File: src/logic/spgc_pkg.sv
// shared constants for the sector protection and global lock logic
package spgc_pkg;
  // ****************************************
  // command opcodes
  // ****************************************
  localparam logic [7:0] OP_WRITE_STATUS = 8'h01;
  localparam logic [7:0] OP_READ_STATUS = 8'h05;
  localparam logic [7:0] OP_READ_SECT_PROT = 8'h3c;
  // ****************************************
  // status byte layout
  // ****************************************
  localparam int SR_LOCK_POS = 7;
  localparam int SR_WP_POS = 4;
  localparam int SR_SWP_LSB = 2;
  localparam int SR_GLOB_LSB = 2;
  localparam int SR_GLOB_W = 4;
  localparam logic [3:0] GLOB_UNPROT_PAT = 4'h0;
  localparam logic [3:0] GLOB_PROT_PAT = 4'hf;
  // ****************************************
  // summary codes and read-back patterns
  // ****************************************
  localparam logic [1:0] SWP_NONE = 2'h0;
  localparam logic [1:0] SWP_SOME = 2'h1;
  localparam logic [1:0] SWP_ALL = 2'h3;
  localparam logic [7:0] SPR_BYTE_PROT = 8'hff;
  localparam logic [7:0] SPR_BYTE_UNPROT = 8'h00;
  // ****************************************
  // reset values and address framing
  // ****************************************
  localparam logic LOCK_RST = 1'b0;
  localparam logic SECT_PROT_RST = 1'b1;
  localparam int ADDR_BYTES = 3;
  localparam int SECT_ADDR_LSB = 16;
  // ****************************************
  // frame decoder states
  // ****************************************
  typedef enum logic [2:0] {
    ST_OPCODE,
    ST_ADDR,
    ST_WSR_DATA,
    ST_SPR_OUT,
    ST_SR_OUT,
    ST_IGNORE
  } spgc_state_t;
endpackage : spgc_pkg

File: src/logic/spgc_link_if.sv
// serial front-end to frame decoder carrier
`timescale 1ns/1ns
interface spgc_link_if;
  logic sck_rise;
  logic sck_fall;
  logic cs_act;
  logic byte_valid;
  logic [7:0] rx_byte;
  modport rx (
    output sck_rise,
    output sck_fall,
    output cs_act,
    output byte_valid,
    output rx_byte
  );
  modport core (
    input sck_rise,
    input sck_fall,
    input cs_act,
    input byte_valid,
    input rx_byte
  );
endinterface : spgc_link_if

File: src/logic/spgc_sector_bits.sv
// per-sector protection flags with global set and clear
`timescale 1ns/1ns
module spgc_sector_bits #(
  parameter int NUM_SECT = 4
) (
  input wire logic clk,
  input wire logic sys_rst,
  input wire logic glob_prot,
  input wire logic glob_unprot,
  output logic [NUM_SECT-1:0] prot_bits
);
  import spgc_pkg::*;
  // ****************************************
  // one flag per sector
  // ****************************************
  // sectors come up protected so power-up is safe by default
  for (genvar i = 0; i < NUM_SECT; i++) begin : g_sect
    always_ff @(posedge clk) begin
      if (sys_rst) begin
        prot_bits[i] <= SECT_PROT_RST;
      end else if (glob_prot) begin
        prot_bits[i] <= 1'b1;
      end else if (glob_unprot) begin
        prot_bits[i] <= 1'b0;
      end
    end
  end
endmodule : spgc_sector_bits

File: src/logic/spgc_shift_rx.sv
// serial input sampler and byte assembler
`timescale 1ns/1ns
module spgc_shift_rx (
  input wire logic clk,
  input wire logic sys_rst,
  input wire logic sck,
  input wire logic cs_n,
  input wire logic si,
  spgc_link_if.rx ln
);
  import spgc_pkg::*;
  logic sck_d1_reg;
  logic sck_d2_reg;
  logic cs_n_d1_reg;
  logic si_d1_reg;
  logic [2:0] bit_cnt_reg;
  logic [6:0] shift_reg;
  // ****************************************
  // pin delay line and edge detection
  // ****************************************
  // one delay stage keeps si aligned with the detected clock edge
  always_ff @(posedge clk) begin
    if (sys_rst) begin
      sck_d1_reg <= 1'b0;
      sck_d2_reg <= 1'b0;
      cs_n_d1_reg <= 1'b1;
      si_d1_reg <= 1'b0;
    end else begin
      sck_d1_reg <= sck;
      sck_d2_reg <= sck_d1_reg;
      cs_n_d1_reg <= cs_n;
      si_d1_reg <= si;
    end
  end
  assign ln.sck_rise = sck_d1_reg & ~sck_d2_reg & ~cs_n_d1_reg;
  assign ln.sck_fall = ~sck_d1_reg & sck_d2_reg & ~cs_n_d1_reg;
  assign ln.cs_act = ~cs_n_d1_reg;
  // ****************************************
  // msb-first byte assembly on rising edges
  // ****************************************
  always_ff @(posedge clk) begin
    if (sys_rst || cs_n_d1_reg) begin
      bit_cnt_reg <= 3'h0;
      shift_reg <= 7'h00;
      ln.byte_valid <= 1'b0;
      ln.rx_byte <= 8'h00;
    end else begin
      ln.byte_valid <= 1'b0;
      if (ln.sck_rise) begin
        shift_reg <= {shift_reg[5:0], si_d1_reg};
        bit_cnt_reg <= bit_cnt_reg + 3'h1;
        if (bit_cnt_reg == 3'h7) begin
          ln.byte_valid <= 1'b1;
          ln.rx_byte <= {shift_reg, si_d1_reg};
        end
      end
    end
  end
endmodule : spgc_shift_rx

File: src/logic/spgc_top.sv
// sector protection lock, global protect decode and protection read-back
`timescale 1ns/1ns
// Overview of operation
// unlocked, status write 00h clears all sector flags, lock stays 0
// unlocked, status write 7Fh sets all sector flags, lock stays 0
// unlocked, status write FFh sets all sector flags and the lock
// write 0Fh clears lock without global change when write-protect pin high
// write F0h sets lock, sector flags untouched
// only bit 7 is stored; bits 5..2 are decoded only
// status read bits 4..2 show pin level and protection summary
// unlocked: bits 5..2 all 0 unprotect, all 1 protect, else nothing
// pin high and locked: no global action, lock may clear
// host clears lock first, then writes again for global action
// host sends 3Ch then three address bytes inside the sector
// after address, output repeats FFh if protected, 00h if not
// chip select release ends read and floats output, even mid-byte
// protection read-back ignores the write-protect pin
// summary shows all, some or none of the sectors protected
// pin low and locked: status writes are ignored entirely
// setting the lock may carry a global protect or unprotect
// msb first, sample on rising clock, shift out on falling
module spgc_top
  import spgc_pkg::*;
#(
  parameter int NUM_SECT = 4,
  parameter int SECT_W = 2
) (
  input wire logic clk,
  input wire logic sys_rst,
  input wire logic sck,
  input wire logic cs_n,
  input wire logic si,
  input wire logic wp_n,
  output logic so,
  output logic so_oe,
  output logic protect_regs_lock_bit,
  output logic [1:0] sw_protect_summary,
  output logic [NUM_SECT-1:0] sect_prot
);
  import spgc_pkg::*;

  spgc_link_if ln ();
  spgc_state_t state_reg;
  logic [1:0] addr_cnt_reg;
  logic [8*ADDR_BYTES-1:0] addr_reg;
  logic [2:0] out_idx_reg;
  logic so_reg;
  logic so_oe_reg;
  logic lock_reg;
  logic [1:0] swp_reg;
  logic [NUM_SECT-1:0] prot_bits;
  logic wsr_go;
  logic hw_locked;
  logic [3:0] glob_field;
  logic glob_prot;
  logic glob_unprot;
  logic [SECT_W-1:0] sect_sel;
  logic sel_prot;
  logic [1:0] swp_next;
  logic [7:0] sr_byte;

  // ****************************************
  // submodules
  // ****************************************
  spgc_shift_rx u_rx (
    .clk(clk),
    .sys_rst(sys_rst),
    .sck(sck),
    .cs_n(cs_n),
    .si(si),
    .ln(ln.rx)
  );

  spgc_sector_bits #(
    .NUM_SECT(NUM_SECT)
  ) u_sect (
    .clk(clk),
    .sys_rst(sys_rst),
    .glob_prot(glob_prot),
    .glob_unprot(glob_unprot),
    .prot_bits(prot_bits)
  );

  // ****************************************
  // status write decode
  // ****************************************
  // write-protect pin is active low: hardware lock needs pin low and lock set
  assign hw_locked = lock_reg & ~wp_n;
  assign wsr_go = ln.byte_valid & (state_reg == ST_WSR_DATA) & ~hw_locked;
  assign glob_field = ln.rx_byte[SR_GLOB_LSB +: SR_GLOB_W];
  // globals only while the lock is clear before this write
  assign glob_prot = wsr_go & ~lock_reg & (glob_field == GLOB_PROT_PAT);
  assign glob_unprot = wsr_go & ~lock_reg & (glob_field == GLOB_UNPROT_PAT);

  // lock bit: the only stored status bit
  always_ff @(posedge clk) begin
    if (sys_rst) begin
      lock_reg <= LOCK_RST;
    end else if (wsr_go) begin
      lock_reg <= ln.rx_byte[SR_LOCK_POS];
    end
  end

  // ****************************************
  // protection summary and read-back sources
  // ****************************************
  assign swp_next = (&prot_bits) ? SWP_ALL : ((|prot_bits) ? SWP_SOME : SWP_NONE);
  assign sect_sel = addr_reg[SECT_ADDR_LSB +: SECT_W];
  assign sel_prot = prot_bits[sect_sel];
  // reserved bits read zero; bits 4..2 are live, never the written value
  assign sr_byte = {lock_reg, 2'b00, wp_n, swp_reg, 2'b00};

  // summary registered so the top outputs come from flops
  always_ff @(posedge clk) begin
    if (sys_rst) begin
      swp_reg <= SWP_NONE;
    end else begin
      swp_reg <= swp_next;
    end
  end

  // ****************************************
  // frame decoder
  // ****************************************
  // a released chip select always returns to opcode hunting
  always_ff @(posedge clk) begin
    if (sys_rst || !ln.cs_act) begin
      state_reg <= ST_OPCODE;
    end else if (ln.byte_valid) begin
      case (state_reg)
        ST_OPCODE: begin
          case (ln.rx_byte)
            OP_WRITE_STATUS: begin
              state_reg <= ST_WSR_DATA;
            end
            OP_READ_STATUS: begin
              state_reg <= ST_SR_OUT;
            end
            OP_READ_SECT_PROT: begin
              state_reg <= ST_ADDR;
            end
            default: begin
              state_reg <= ST_IGNORE;
            end
          endcase
        end
        ST_ADDR: begin
          if (addr_cnt_reg == 2'(ADDR_BYTES - 1)) begin
            state_reg <= ST_SPR_OUT;
          end
        end
        ST_WSR_DATA: begin
          // further bytes of a status write are dropped
          state_reg <= ST_IGNORE;
        end
        ST_SPR_OUT: begin
          state_reg <= ST_SPR_OUT;
        end
        ST_SR_OUT: begin
          state_reg <= ST_SR_OUT;
        end
        ST_IGNORE: begin
          state_reg <= ST_IGNORE;
        end
        default: begin
          state_reg <= ST_IGNORE;
        end
      endcase
    end
  end

  // address byte capture, msb byte first
  always_ff @(posedge clk) begin
    if (sys_rst || !ln.cs_act) begin
      addr_cnt_reg <= 2'h0;
    end else if (ln.byte_valid && state_reg == ST_ADDR) begin
      addr_cnt_reg <= addr_cnt_reg + 2'h1;
    end
  end

  always_ff @(posedge clk) begin
    if (sys_rst) begin
      addr_reg <= '0;
    end else if (ln.byte_valid && state_reg == ST_ADDR) begin
      addr_reg <= {addr_reg[8*ADDR_BYTES-9:0], ln.rx_byte};
    end
  end

  // ****************************************
  // serial output
  // ****************************************
  // every bit of the repeating pattern equals the sector flag, so no byte
  // shifter is needed for the protection read
  always_ff @(posedge clk) begin
    if (sys_rst || !ln.cs_act) begin
      so_reg <= 1'b0;
      so_oe_reg <= 1'b0;
      out_idx_reg <= 3'h7;
    end else if (ln.sck_fall) begin
      case (state_reg)
        ST_SPR_OUT: begin
          so_reg <= sel_prot ? SPR_BYTE_PROT[out_idx_reg] : SPR_BYTE_UNPROT[out_idx_reg];
          so_oe_reg <= 1'b1;
          out_idx_reg <= out_idx_reg - 3'h1;
        end
        ST_SR_OUT: begin
          so_reg <= sr_byte[out_idx_reg];
          so_oe_reg <= 1'b1;
          out_idx_reg <= out_idx_reg - 3'h1;
        end
        default: begin
          so_reg <= 1'b0;
          so_oe_reg <= 1'b0;
        end
      endcase
    end
  end

  // ****************************************
  // outputs
  // ****************************************
  assign so = so_reg;
  assign so_oe = so_oe_reg;
  assign protect_regs_lock_bit = lock_reg;
  assign sw_protect_summary = swp_reg;
  assign sect_prot = prot_bits;
endmodule : spgc_top

File: config.mk
export PLATFORM = sky130hd
export DESIGN_NAME = spgc_top
export DESIGN_NICKNAME = d
export VERILOG_FILES = /design/src/logic/spgc_pkg.sv /design/src/logic/spgc_link_if.sv /design/src/logic/spgc_sector_bits.sv /design/src/logic/spgc_shift_rx.sv /design/src/logic/spgc_top.sv
export SDC_FILE = /design/constraint.sdc
export NUM_CORES = 1
export LEC_CHECK = 0
export ABC_CLOCK_PERIOD_IN_PS = 1900
export BUFFER_PORTS_ARGS = -buffer_cell sky130_fd_sc_hd__buf_4
export CORE_UTILIZATION = 40
export DETAILED_ROUTE_END_ITERATION = 12
export PLACE_DENSITY_LB_ADDON = 0.25
export SLEW_MARGIN = 40
export SYNTH_ARGS = -nofsm -noshare
export SYNTH_HDL_FRONTEND = slang
export SYNTH_SLANG_ARGS = --single-unit
File: constraint.sdc
create_clock -name clk -period 1.9 [get_ports clk]
set_input_delay 0.19 -clock clk [delete_from_list [all_inputs] [get_ports clk]]
set_output_delay 0.19 -clock clk [all_outputs]
set_load 0.005 [all_outputs]
==> results of run 1 <==
==> metal layers <==
metal	part of all wire	wire length, µm	vias to the layer above
li1	-	-	629
met1	0.47	1379	565
met2	0.49	1442	24
met3	0.031	93	5
met4	0.014	41	0
met5	0	0	-
==> synth_stat cells, types with 2 or more instances <==
master,instances,area (µm²)
nor2_1,13,48.80
nand2_1,31,116.4
nand4_1,2,12.51
buf_4,5,37.54
inv_1,9,33.78
a21oi_1,23,115.1
and2_1,3,18.77
clkbuf_1,8,30.03
nand2b_1,2,12.51
mux2i_1,4,40.04
or2_2,3,18.77
o31a_1,2,17.52
a311oi_1,2,17.52
nand3b_1,5,37.54
xnor2_1,2,17.52
a211oi_1,3,22.52
nor2b_1,5,31.28
dfxtp_1,36,720.7
nor3_1,3,15.01
ha_1,4,50.05
==> path summary, 6_finish.rpt <==
| check | startpoint | end | slack [ns] | cells after the start |
|---|---|---|---|---|
| worst max-delay path | u_rx.sck_d2_reg | out_idx_reg[1] | 0.34 | 3 |
| worst min register to register | u_rx.shift_reg[6] | u_rx.ln.rx_byte[7] | 0.46 | 2 |
| worst min-delay path | cs_n | u_rx.cs_n_d1_reg | 0.08 | 2 |
| worst max register to register | u_rx.sck_d2_reg | out_idx_reg[1] | 0.34 | 3 |
==> power by group <==
group / total, W / switching [W] / internal, W
registers: 0.000767 / 0.00000621 / 0.000760
clock network: 0.000654 / 0.000265 / 0.000389
logic: 0.0000436 / 0.0000234 / 0.0000201
total: 0.00146 / 0.000294 / 0.00117
==> metrics by stage <==
stage	cells	instance area (µm²)	setup WS (ns)	total power (W)	util
6_report	239	1789	0.3410	0.001464	0.4815
4_1_cts	239	1789	0.3240	0.001480	0.4815
2_1_floorplan	182	1578	0.4263	0.0008099	-
3_3_place_gp	231	1682	0.4097	0.0008266	0.4525
5_1_grt	239	1789	0.2234	0.001526	0.4815
3_5_place_dp	231	1682	0.3390	0.0008279	0.4525
==> layout make-up <==
cell class	count	area [µm²]	share of cell area
Multi-Input combinational cell	122	747.0	0.4175
Sequential cell	36	720.7	0.4028
Timing Repair Buffer	16	120.1	0.06713
Clock buffer	6	72.57	0.04056
Tap cell	48	60.06	0.03357
Clock inverter	2	35.03	0.01958
Inverter	9	33.78	0.01888
==> placed cells by master (no fill, tap or decap), types with 2 or more instances in the layout <==
| cell | n |
|---|---|
| nand2b_1 | 2 |
| dfxtp_1 | 36 |
| nand2_1 | 31 |
| or2_2 | 3 |
| nor2_1 | 13 |
| nor2b_1 | 5 |
| buf_4 | 16 |
| xnor2_1 | 2 |
| nand3b_1 | 5 |
| clkbuf_8 | 5 |
| inv_1 | 9 |
| a211oi_1 | 3 |
| nor3_1 | 3 |
| o31a_1 | 2 |
| nand4_1 | 2 |
| a21oi_1 | 23 |
| and2_1 | 3 |
| a311oi_1 | 2 |
| ha_1 | 4 |
| mux2i_1 | 4 |
==> worst max-delay path, stage by stage, from the launching register on <==
cell and delay, ns:
dfxtp_1 0.39, or3b_2 0.51, a21oi_1 0.33, mux2i_1 0.25
==> kinds of logic after synthesis <==
logic type,Yosys count,synth area share
multiplexers,4,0.02538
XOR/XNOR,2,0.01110
buffers and inverters,24,0.06978
AND/OR/NAND/NOR,77,0.2712
flip-flops,36,0.4568
AO/OA/AOI/OAI,35,0.1340
adder cells (fa/ha/maj),4,0.03172
==> flow_summary_export.csv, run 1 <==
group,metric,value,unit
floorplan,ios,15,
drt,drc,0,
sta,skew,0.005010,ns
drt,drtPass1Iterations,4,
logic_synthesis,synth_edf_count,0,
floorplan,die_x,64.81,µm
global_route,antenna_found_initial,0,
sta,timing.final.max_slew_violations,0,
drt,viasPerCell,5.117,
sta,fmax,0.6414,GHz
logic_synthesis,synth_nets,192,
finish,area_growth,13.40,%
clock_tree,clk_pin_slew_worst_paths,0.07,ns
setup_path,critPathArrivalTime,1.77,ns
status,status,"completed",
logic_synthesis,ys_seq_area_frac,0.4568,
finish,largest_reg_flops,8,
clock_tree,clock_sinks,36,
clock_tree,clock_latency,0.29,ns
floorplan,start_util,0.4246,
global_route,grt_pass1_vias,1160,
logic_synthesis,syn_avg_cell_area,8.669,µm²
clock_tree,h-tree-depth,2,
sta,worst_pin_slew,0.4776,ns
finish,n_fill_cell,368,
sta,timing.final.crit_share,0.8205,
global_route,busiest_layer,"met2",
global_route,met3_usage,0.04225,
setup_path,cp_max_fo,6,
global_route,grt_pass1_wl,5064,µm
global_route,grt_util_met2,0.2578,
sta,timing.hold.ws,0.08463,ns
floorplan,core,3716,µm²
drt,postRouteWirelength,2956,µm
clock_tree,cts_buffers,5,
finish,layout-drive-gt1-share,0.1623,
sta,hold_viol,0,
power_and_ir_drop,leakage,0.6095,nW
drt,drt_iter0_markers,52,
setup_path,end_kind,"flip-flop",
clock_tree,cts_resized,0,
logic_synthesis,ys.flop_type,"dfxtp_1",
placed_design,portBuffers,14,
drt,wl_per_cell,12.37,µm
job,maxCapViolations,0,
setup_path,crit_type,"reg -> reg",
logic_synthesis,syn_inst,182,
power_and_ir_drop,p_per_area,818.3,nW/µm²
clock_tree,cts_tree,"yes",
clock_tree,cts_hold_buf,0,
clock_tree,post_cts_buffers,0,
clock_tree,root_buffer,"clkbuf_8",
global_route,grt_use_total,0.1594,
global_route,overflow,0,
sta,setup_violations,0,
finish,nets,200,
clock_tree,clockBufferDepth,2,
logic_synthesis,netlist_area,1578,µm²
sta,relSlewSlack,0.6816,
setup_path,start_kind,"flip-flop",
finish,antennaDiodeCount,0,
floorplan,dieArea,4200,µm²
drt,vias,1223,
setup_path,cp_data_required_time,2.11,ns
logic_synthesis,ys_warn_count,0,
logic_synthesis,ys_types,37,
power_and_ir_drop,irDropWorstVdd,0.5138,mV
floorplan,row_count,22,
logic_synthesis,synth_seq_cells,36,
sta,period_minus_slack,1.559,ns
logic_synthesis,ys_async_sr_fraction,0,
min_path,hold_class,"in -> reg",
placed_design,dpl.hpwl,2080,µm
global_route,grt_max_degree,26,
sta,fin_tns_setup,0,ns
sta,rsz0062_at_grt,"false",
global_route,grtUsageMet1,0.1950,
drt,antenna_left,0,
floorplan,die_y,64.81,µm
placed_design,routabilityCongestion,0.7133,
Note: power is estimated with default switching activity, not from simulation.
==> run 2: changes to the inputs <==
--- a/config.mk
+++ b/config.mk
@@ -5,7 +5,8 @@
 export SDC_FILE = /design/constraint.sdc
 export NUM_CORES = 1
 export LEC_CHECK = 0
-export ABC_CLOCK_PERIOD_IN_PS = 1900
+export ABC_AREA = 1
+export ABC_CLOCK_PERIOD_IN_PS = 1360
 export BUFFER_PORTS_ARGS = -buffer_cell sky130_fd_sc_hd__buf_4
 export CORE_UTILIZATION = 40
 export DETAILED_ROUTE_END_ITERATION = 12
==> constraint.sdc (replaced) <==
create_clock -name clk -period 1.36 [get_ports clk]
set_input_delay 0.136 -clock clk [delete_from_list [all_inputs] [get_ports clk]]
set_output_delay 0.136 -clock clk [all_outputs]
set_load 0.005 [all_outputs]
==> flow_summary_export.csv, run 2 <==
group,metric,value,unit
status,status,"completed",
sta,rsz0062_at_grt,"false",
logic_synthesis,synth_most_common_cell,"nand2_1",
setup_path,worst_path_most_repeated_cell,"inv_2",
clock_tree,post_cts_buffers,0,
setup_path,path_delay_family,"flip-flops",
finish,final_common_cell,"nand2_1",
logic_synthesis,synthXorXnorAreaFrac,0,
setup_path,cp_data_required_time,1.54,ns
logic_synthesis,synth_seq_cells,36,
drt,drt_iter0_markers,53,
finish,area_growth,14.44,%
setup_path,cp_max_fo,4,
global_route,antenna_found_initial,0,
sta,hold_viol,0,
placed_design,place_area,1693,µm²
clock_tree,cts_buffers,5,
sta,worst_pin_slew,0.2950,ns
setup_path,start_kind,"flip-flop",
setup_path,cp_slowest_cell,"dfxtp_1",
clock_tree,clk_pin_slew_worst_paths,0.08,ns
logic_synthesis,ys_seq_area_frac,0.4571,
setup_path,max_stage_delay,0.37,ns
clock_tree,clock_latency,0.29,ns
logic_synthesis,synth_edf_count,0,
logic_synthesis,ys_async_sr_fraction,0,
clock_tree,h-tree-depth,2,
sta,fmax,0.7916,GHz
finish,layout-drive-gt1-share,0.1644,
finish,largest_reg_flops,8,
placed_design,pre_cts_ws,0.1062,ns
logic_synthesis,ys.flop_type,"dfxtp_1",
clock_tree,clock_sinks,36,
power_and_ir_drop,p_per_area,1145,nW/µm²
sta,fin_tns_setup,0,ns
global_route,grt_pass1_vias,1179,
drt,antenna_left,0,
placed_design,portBuffers,14,
drt,drtPass1Iterations,4,
job,maxCapViolations,0,
floorplan,row_count,22,
logic_synthesis,syn_inst,209,
logic_synthesis,yosys.area_share.adder,0.03175,
sta,timing.final.crit_share,0.9289,
floorplan,die_x,64.78,µm
drt,vias,1226,
floorplan,core,3716,µm²
logic_synthesis,synth_area_leader_cell,"dfxtp_1",
clock_tree,cts_resized,0,
logic_synthesis,syn_avg_cell_area,7.543,µm²
global_route,grt_pass1_wl,4988,µm
min_path,hold_class,"in -> reg",
sta,period_minus_slack,1.263,ns
clock_tree,root_buffer,"clkbuf_8",
setup_path,end_kind,"flip-flop",
logic_synthesis,netlist_area,1577,µm²
sta,fin_ws,0.09670,ns
sta,setup_violations,0,
drt,viasPerCell,4.491,
global_route,grt_max_degree,15,
finish,layout_common_cells,"nand2_1 (40), dfxtp_1 (36), inv_1 (30)",
global_route,overflow,0,
finish,fin_util,0.4855,
setup_path,crit_type,"reg -> reg",
logic_synthesis,ys_warn_count,0,
floorplan,ios,15,
sta,timing.final.max_slew_violations,0,
drt,postRouteWirelength,2797,µm
clock_tree,cts_tree,"yes",
clock_tree,clockBufferDepth,2,
logic_synthesis,synth_mux_area_frac,0,
logic_synthesis,synth_top_area_frac,0.4571,
drt,drc,0,
logic_synthesis,netlist_top_cells_area,"dfxtp_1 (46%), nand2_1 (9.5%), a21oi_1 (8.3%)",
floorplan,dieArea,4196,µm²
global_route,grt_use_total,0.1550,
setup_path,worst-path-buf-inv,2,
setup_path,critPathArrivalTime,1.45,ns
logic_synthesis,synthTopCellsByCount,"nand2_1 (40), dfxtp_1 (36), inv_1 (30), a21oi_1 (26), o21ai_0 (18)",
logic_synthesis,synth_top_family_by_area,"simple AND/OR/NAND/NOR gates",
placed_design,dpl.hpwl,2086,µm
finish,nets,234,
finish,n_fill_cell,362,
finish,antennaDiodeCount,0,
logic_synthesis,synth_compound_area_frac,0.1667,
clock_tree,cts_hold_buf,0,
logic_synthesis,yosys.area_share.simple,0.2143,
power_and_ir_drop,fin_total_pwr,0.002066,W
floorplan,die_y,64.78,µm
drt,wl_per_cell,10.25,µm
power_and_ir_drop,irDropWorstVdd,0.7025,mV
floorplan,start_util,0.4242,
sta,skew,0.007441,ns
logic_synthesis,synth_nets,219,
power_and_ir_drop,leakage,0.7778,nW
logic_synthesis,ys_types,22,
setup_path,worstPathCellList,"nor3_2, inv_2, a21oi_4, inv_2, a21oi_2, o21ai_1",
placed_design,routabilityCongestion,0.7822,
sta,relSlewSlack,0.8012,
finish,finalInstanceArea,1804,µm²
-- run 2: changes by cell type in the layout (fill, tap and decap cells not counted), moves of 4 or more --
cell,change
nand3b_1,-5
inv_1,+21
nand3_1,+13
nand2_1,+9
o21ai_0,+17
inv_2,+4
mux2i_1,-4
nor2b_1,-5
-- run 2: final timing paths --
| path | startpoint | to | slack (ns) | depth (start not counted) |
|---|---|---|---|---|
| setup / recovery | u_rx.cs_n_d1_reg | out_idx_reg[1] | 0.1 | 6 |
| hold / removal | cs_n | u_rx.cs_n_d1_reg | 0.05 | 2 |
| setup reg to reg | u_rx.cs_n_d1_reg | out_idx_reg[1] | 0.1 | 6 |
| hold reg to reg | u_rx.sck_d1_reg | u_rx.sck_d2_reg | 0.45 | 2 |
-- run 2: layer usage --
| layer | track usage | vias up | share of wire |
|---|---|---|---|
| met5 | 0 | - | 0 |
| met1 | 0.1885 | 523 | 0.52 |
| met2 | 0.2539 | 10 | 0.44 |
| li1 | - | 690 | - |
| met3 | 0.04754 | 3 | 0.027 |
| met4 | 0.05833 | 0 | 0.011 |
-- run 2: area by class of cell --
type                    count  area (µm²)  share of cell area
flip-flops and latches     36       720.7              0.3994
multi-input cells         129       650.6              0.3606
inverters                  35       133.9             0.07420
repair buffers             17       127.6             0.07073
clock buffers               5       68.82             0.03814
well taps                  48       60.06             0.03329
clock inverters             3       42.54             0.02358
-- run 2: through the flow --
stage / hold WS [ns] / std cells
finish: 0.05104 / 273
global route: 0.04327 / 273
CTS: 0.04163 / 273
detailed placement: 0.3441 / 265
global placement: 0.3382 / 265
floorplan: 0.2398 / 209
-- run 2: logic make-up (layout without fill, tap and decap cells) --
kind of cell	after synthesis	in the layout
AND/OR/NAND/NOR	76	76
AO/OA/AOI/OAI	49	49
buffers and inverters	44	60
flip-flops	36	36
adder cells (fa/ha/maj)	4	4
-- run 2: power breakdown --
group / switching, W / leakage, nW / internal (W) / total (W)
combinational: 0.0000351 / 0.432 / 0.0000269 / 0.0000620
sequential: 0.00000743 / 0.291 / 0.00106 / 0.00107
clock: 0.000392 / 0.0541 / 0.000542 / 0.000934
total: 0.000435 / 0.778 / 0.00163 / 0.00207
-- run 2: worst reg2reg max path, cell delays in order (launching register included) --
cell     delay [ns]
dfxtp_1        0.37
nor3_2         0.29
inv_2          0.09
a21oi_4        0.16
inv_2          0.08
a21oi_2        0.11
o21ai_1        0.06
==> run 3: changes to the inputs <==
--- a/config.mk
+++ b/config.mk
@@ -6,11 +6,12 @@
 export NUM_CORES = 1
 export LEC_CHECK = 0
 export ABC_AREA = 1
-export ABC_CLOCK_PERIOD_IN_PS = 1360
+export ABC_CLOCK_PERIOD_IN_PS = 1200
 export BUFFER_PORTS_ARGS = -buffer_cell sky130_fd_sc_hd__buf_4
 export CORE_UTILIZATION = 40
 export DETAILED_ROUTE_END_ITERATION = 12
 export PLACE_DENSITY_LB_ADDON = 0.25
+export REMOVE_ABC_BUFFERS = 1
 export SLEW_MARGIN = 40
 export SYNTH_ARGS = -nofsm -noshare
 export SYNTH_HDL_FRONTEND = slang
==> constraint.sdc (replaced) <==
create_clock -name clk -period 1.2 [get_ports clk]
set_input_delay 0.12 -clock clk [delete_from_list [all_inputs] [get_ports clk]]
set_output_delay 0.12 -clock clk [all_outputs]
set_load 0.005 [all_outputs]
==> flow_summary_export.csv, run 3 (synthesized netlist as in run 2, its figures left out) <==
group,metric,value,unit
global_route,antenna_found_initial,0,
global_route,grtUsageMet1,0.2191,
drt,wl_per_cell,10.63,µm
sta,worst_pin_slew,0.2700,ns
floorplan,dieArea,4196,µm²
placed_design,dpl.hpwl,2145,µm
setup_path,r2r_start,"u_rx.bit_cnt_reg[0]",
clock_tree,h-tree-depth,2,
floorplan,ios,15,
finish,fin_cells,284,
clock_tree,root_buffer,"clkbuf_8",
placed_design,place_area,1753,µm²
global_route,busiest_layer,"met2",
setup_path,r2r-end,"u_rx.ln.rx_byte[6]",
sta,timing.hold.ws,0.01836,ns
min_path,min_to,"u_rx.cs_n_d1_reg",
global_route,grt_util_met2,0.2448,
placed_design,dp.cells,273,
global_route,grt_max_degree,16,
drt,drc,0,
sta,timing.final.crit_share,0.9865,
floorplan,core,3716,µm²
finish,area_growth,22.54,%
setup_path,crit_type,"reg -> reg",
sta,relSlewSlack,0.8197,
drt,viasPerCell,4.623,
finish,final_common_cell,"nand2_1",
global_route,grt_pass1_vias,1250,
power_and_ir_drop,irDropWorstVdd,0.4638,mV
sta,skew,0.004931,ns
finish,largest_reg_flops,8,
finish,layout-drive-gt1-share,0.2754,
floorplan,die_x,64.78,µm
clock_tree,clock_sinks,36,
placed_design,portBuffers,14,
setup_path,cp_max_fo,5,
global_route,grt_use_total,0.1673,
floorplan,die_y,64.78,µm
sta,hold_viol,0,
sta,fmax,0.8447,GHz
clock_tree,cts_tree,"yes",
clock_tree,clk_pin_slew_worst_paths,0.07,ns
setup_path,start_kind,"flip-flop",
global_route,met3_usage,0.05282,
drt,antenna_left,0,
placed_design,routabilityCongestion,0.8373,
global_route,overflow,0,
finish,finalInstanceArea,1932,µm²
setup_path,r2r_cells,6,
floorplan,start_util,0.4242,
power_and_ir_drop,leakage,0.8284,nW
power_and_ir_drop,p_per_area,1128,nW/µm²
setup_path,end_kind,"flip-flop",
sta,rsz0062_at_grt,"true",
clock_tree,clockBufferDepth,2,
finish,antennaDiodeCount,0,
global_route,grt_pass1_wl,5264,µm
setup_path,cp_data_required_time,1.38,ns
sta,setup_violations,0,
drt,drtPass1Iterations,4,
sta,timing.final.max_slew_violations,0,
min_path,hold_class,"in -> reg",
min_path,hp-start,"cs_n",
status,status,"completed",
finish,nets,245,
setup_path,r2r_slack,0.02,ns
drt,vias,1313,
setup_path,critPathArrivalTime,1.36,ns
min_path,min_path_cells,2,
job,maxCapViolations,0,
clock_tree,clock_latency,0.28,ns
clock_tree,cts_buffers,5,
sta,period_minus_slack,1.184,ns
drt,drt_iter0_markers,47,
finish,layout_common_cells,"nand2_1 (37), inv_1 (29), dfxtp_1 (28)",
drt,postRouteWirelength,3020,µm
floorplan,row_count,22,
[run 3: cell count changes in the layout (fill, tap and decap cells not counted), sizes merged]
| cell | delta |
|---|---|
| bufinv | -1 |
| nand2 | +1 |
| clkinvlp | -1 |
| clkbuf | +3 |
| clkinv | -1 |
| buf | +10 |
[run 3: final cells by class]
class | instances | area (µm²)
repair buffers | 27 | 215.2
well taps | 48 | 60.06
flip-flops and latches | 36 | 730.7
fillers | 363 | 1784
clock buffers | 8 | 90.09
inverters | 35 | 136.4
multi-input cells | 130 | 699.4
[run 3: repair_timing]
item,4_1_cts,5_1_grt
endpoints found under the setup margin,4,21
hold buffers,0,0
setup buffers,1,1
resized for setup,2,29
endpoints found under the hold margin,0,0
pin swaps,2,6
cloned,1,0
[run 3: worst max-delay path by stage]
stage | from | to | slack, ns | depth (start not counted)
final | u_rx.bit_cnt_reg[0] | u_rx.ln.rx_byte[6] | 0.02 | 6
after global routing | state_reg[1] | u_sect.prot_bits[2] | -0.05 | 7
after CTS | state_reg[0] | out_idx_reg[1] | 0.006 | 6
after detailed placement | state_reg[1] | out_idx_reg[1] | -0.006 | 7
after global placement | u_rx.bit_cnt_reg[0] | u_rx.ln.rx_byte[4] | 0.01 | 6
after floorplan | u_rx.cs_n_d1_reg | out_idx_reg[1] | 0.07 | 6
[run 3: where the power goes]
| group | switching, W | internal (W) | leakage (nW) | total, W |
|---|---|---|---|---|
| clock | 0.000416 | 0.000468 | 0.0455 | 0.000885 |
| sequential | 0.0000108 | 0.00120 | 0.295 | 0.00122 |
| combinational | 0.0000430 | 0.0000362 | 0.488 | 0.0000791 |
[run 3: critical path, stage by stage, from the launching register on]
cell and delay, ns:
dfxtp_2 0.32, ha_1 0.19, ha_2 0.21, nand2_4 0.11, inv_1 0.05, nand2_1 0.12
o21ai_1 0.07
[run 3: metal layers]
metal / vias to the layer above / part of all wire / wire length, µm
met5: - / 0 / 0
met4: 0 / 0.014 / 42
met3: 4 / 0.033 / 101
met2: 23 / 0.43 / 1290
met1: 569 / 0.52 / 1585
li1: 717 / - / -
[run 3: stage by stage]
| stage | worst slack (ns) | util | power [W] | setup TNS [ns] |
|---|---|---|---|---|
| detailed placement | -0.006162 | 0.4717 | 0.001312 | -0.006162 |
| floorplan | 0.06549 | - | 0.001273 | 0 |
| global placement | 0.01225 | 0.4717 | 0.001312 | 0 |
| finish | 0.01618 | 0.5199 | 0.002179 | 0 |
| CTS | 0.006334 | 0.5040 | 0.002194 | 0 |
| global route | -0.04908 | 0.5199 | 0.002269 | -0.1693 |
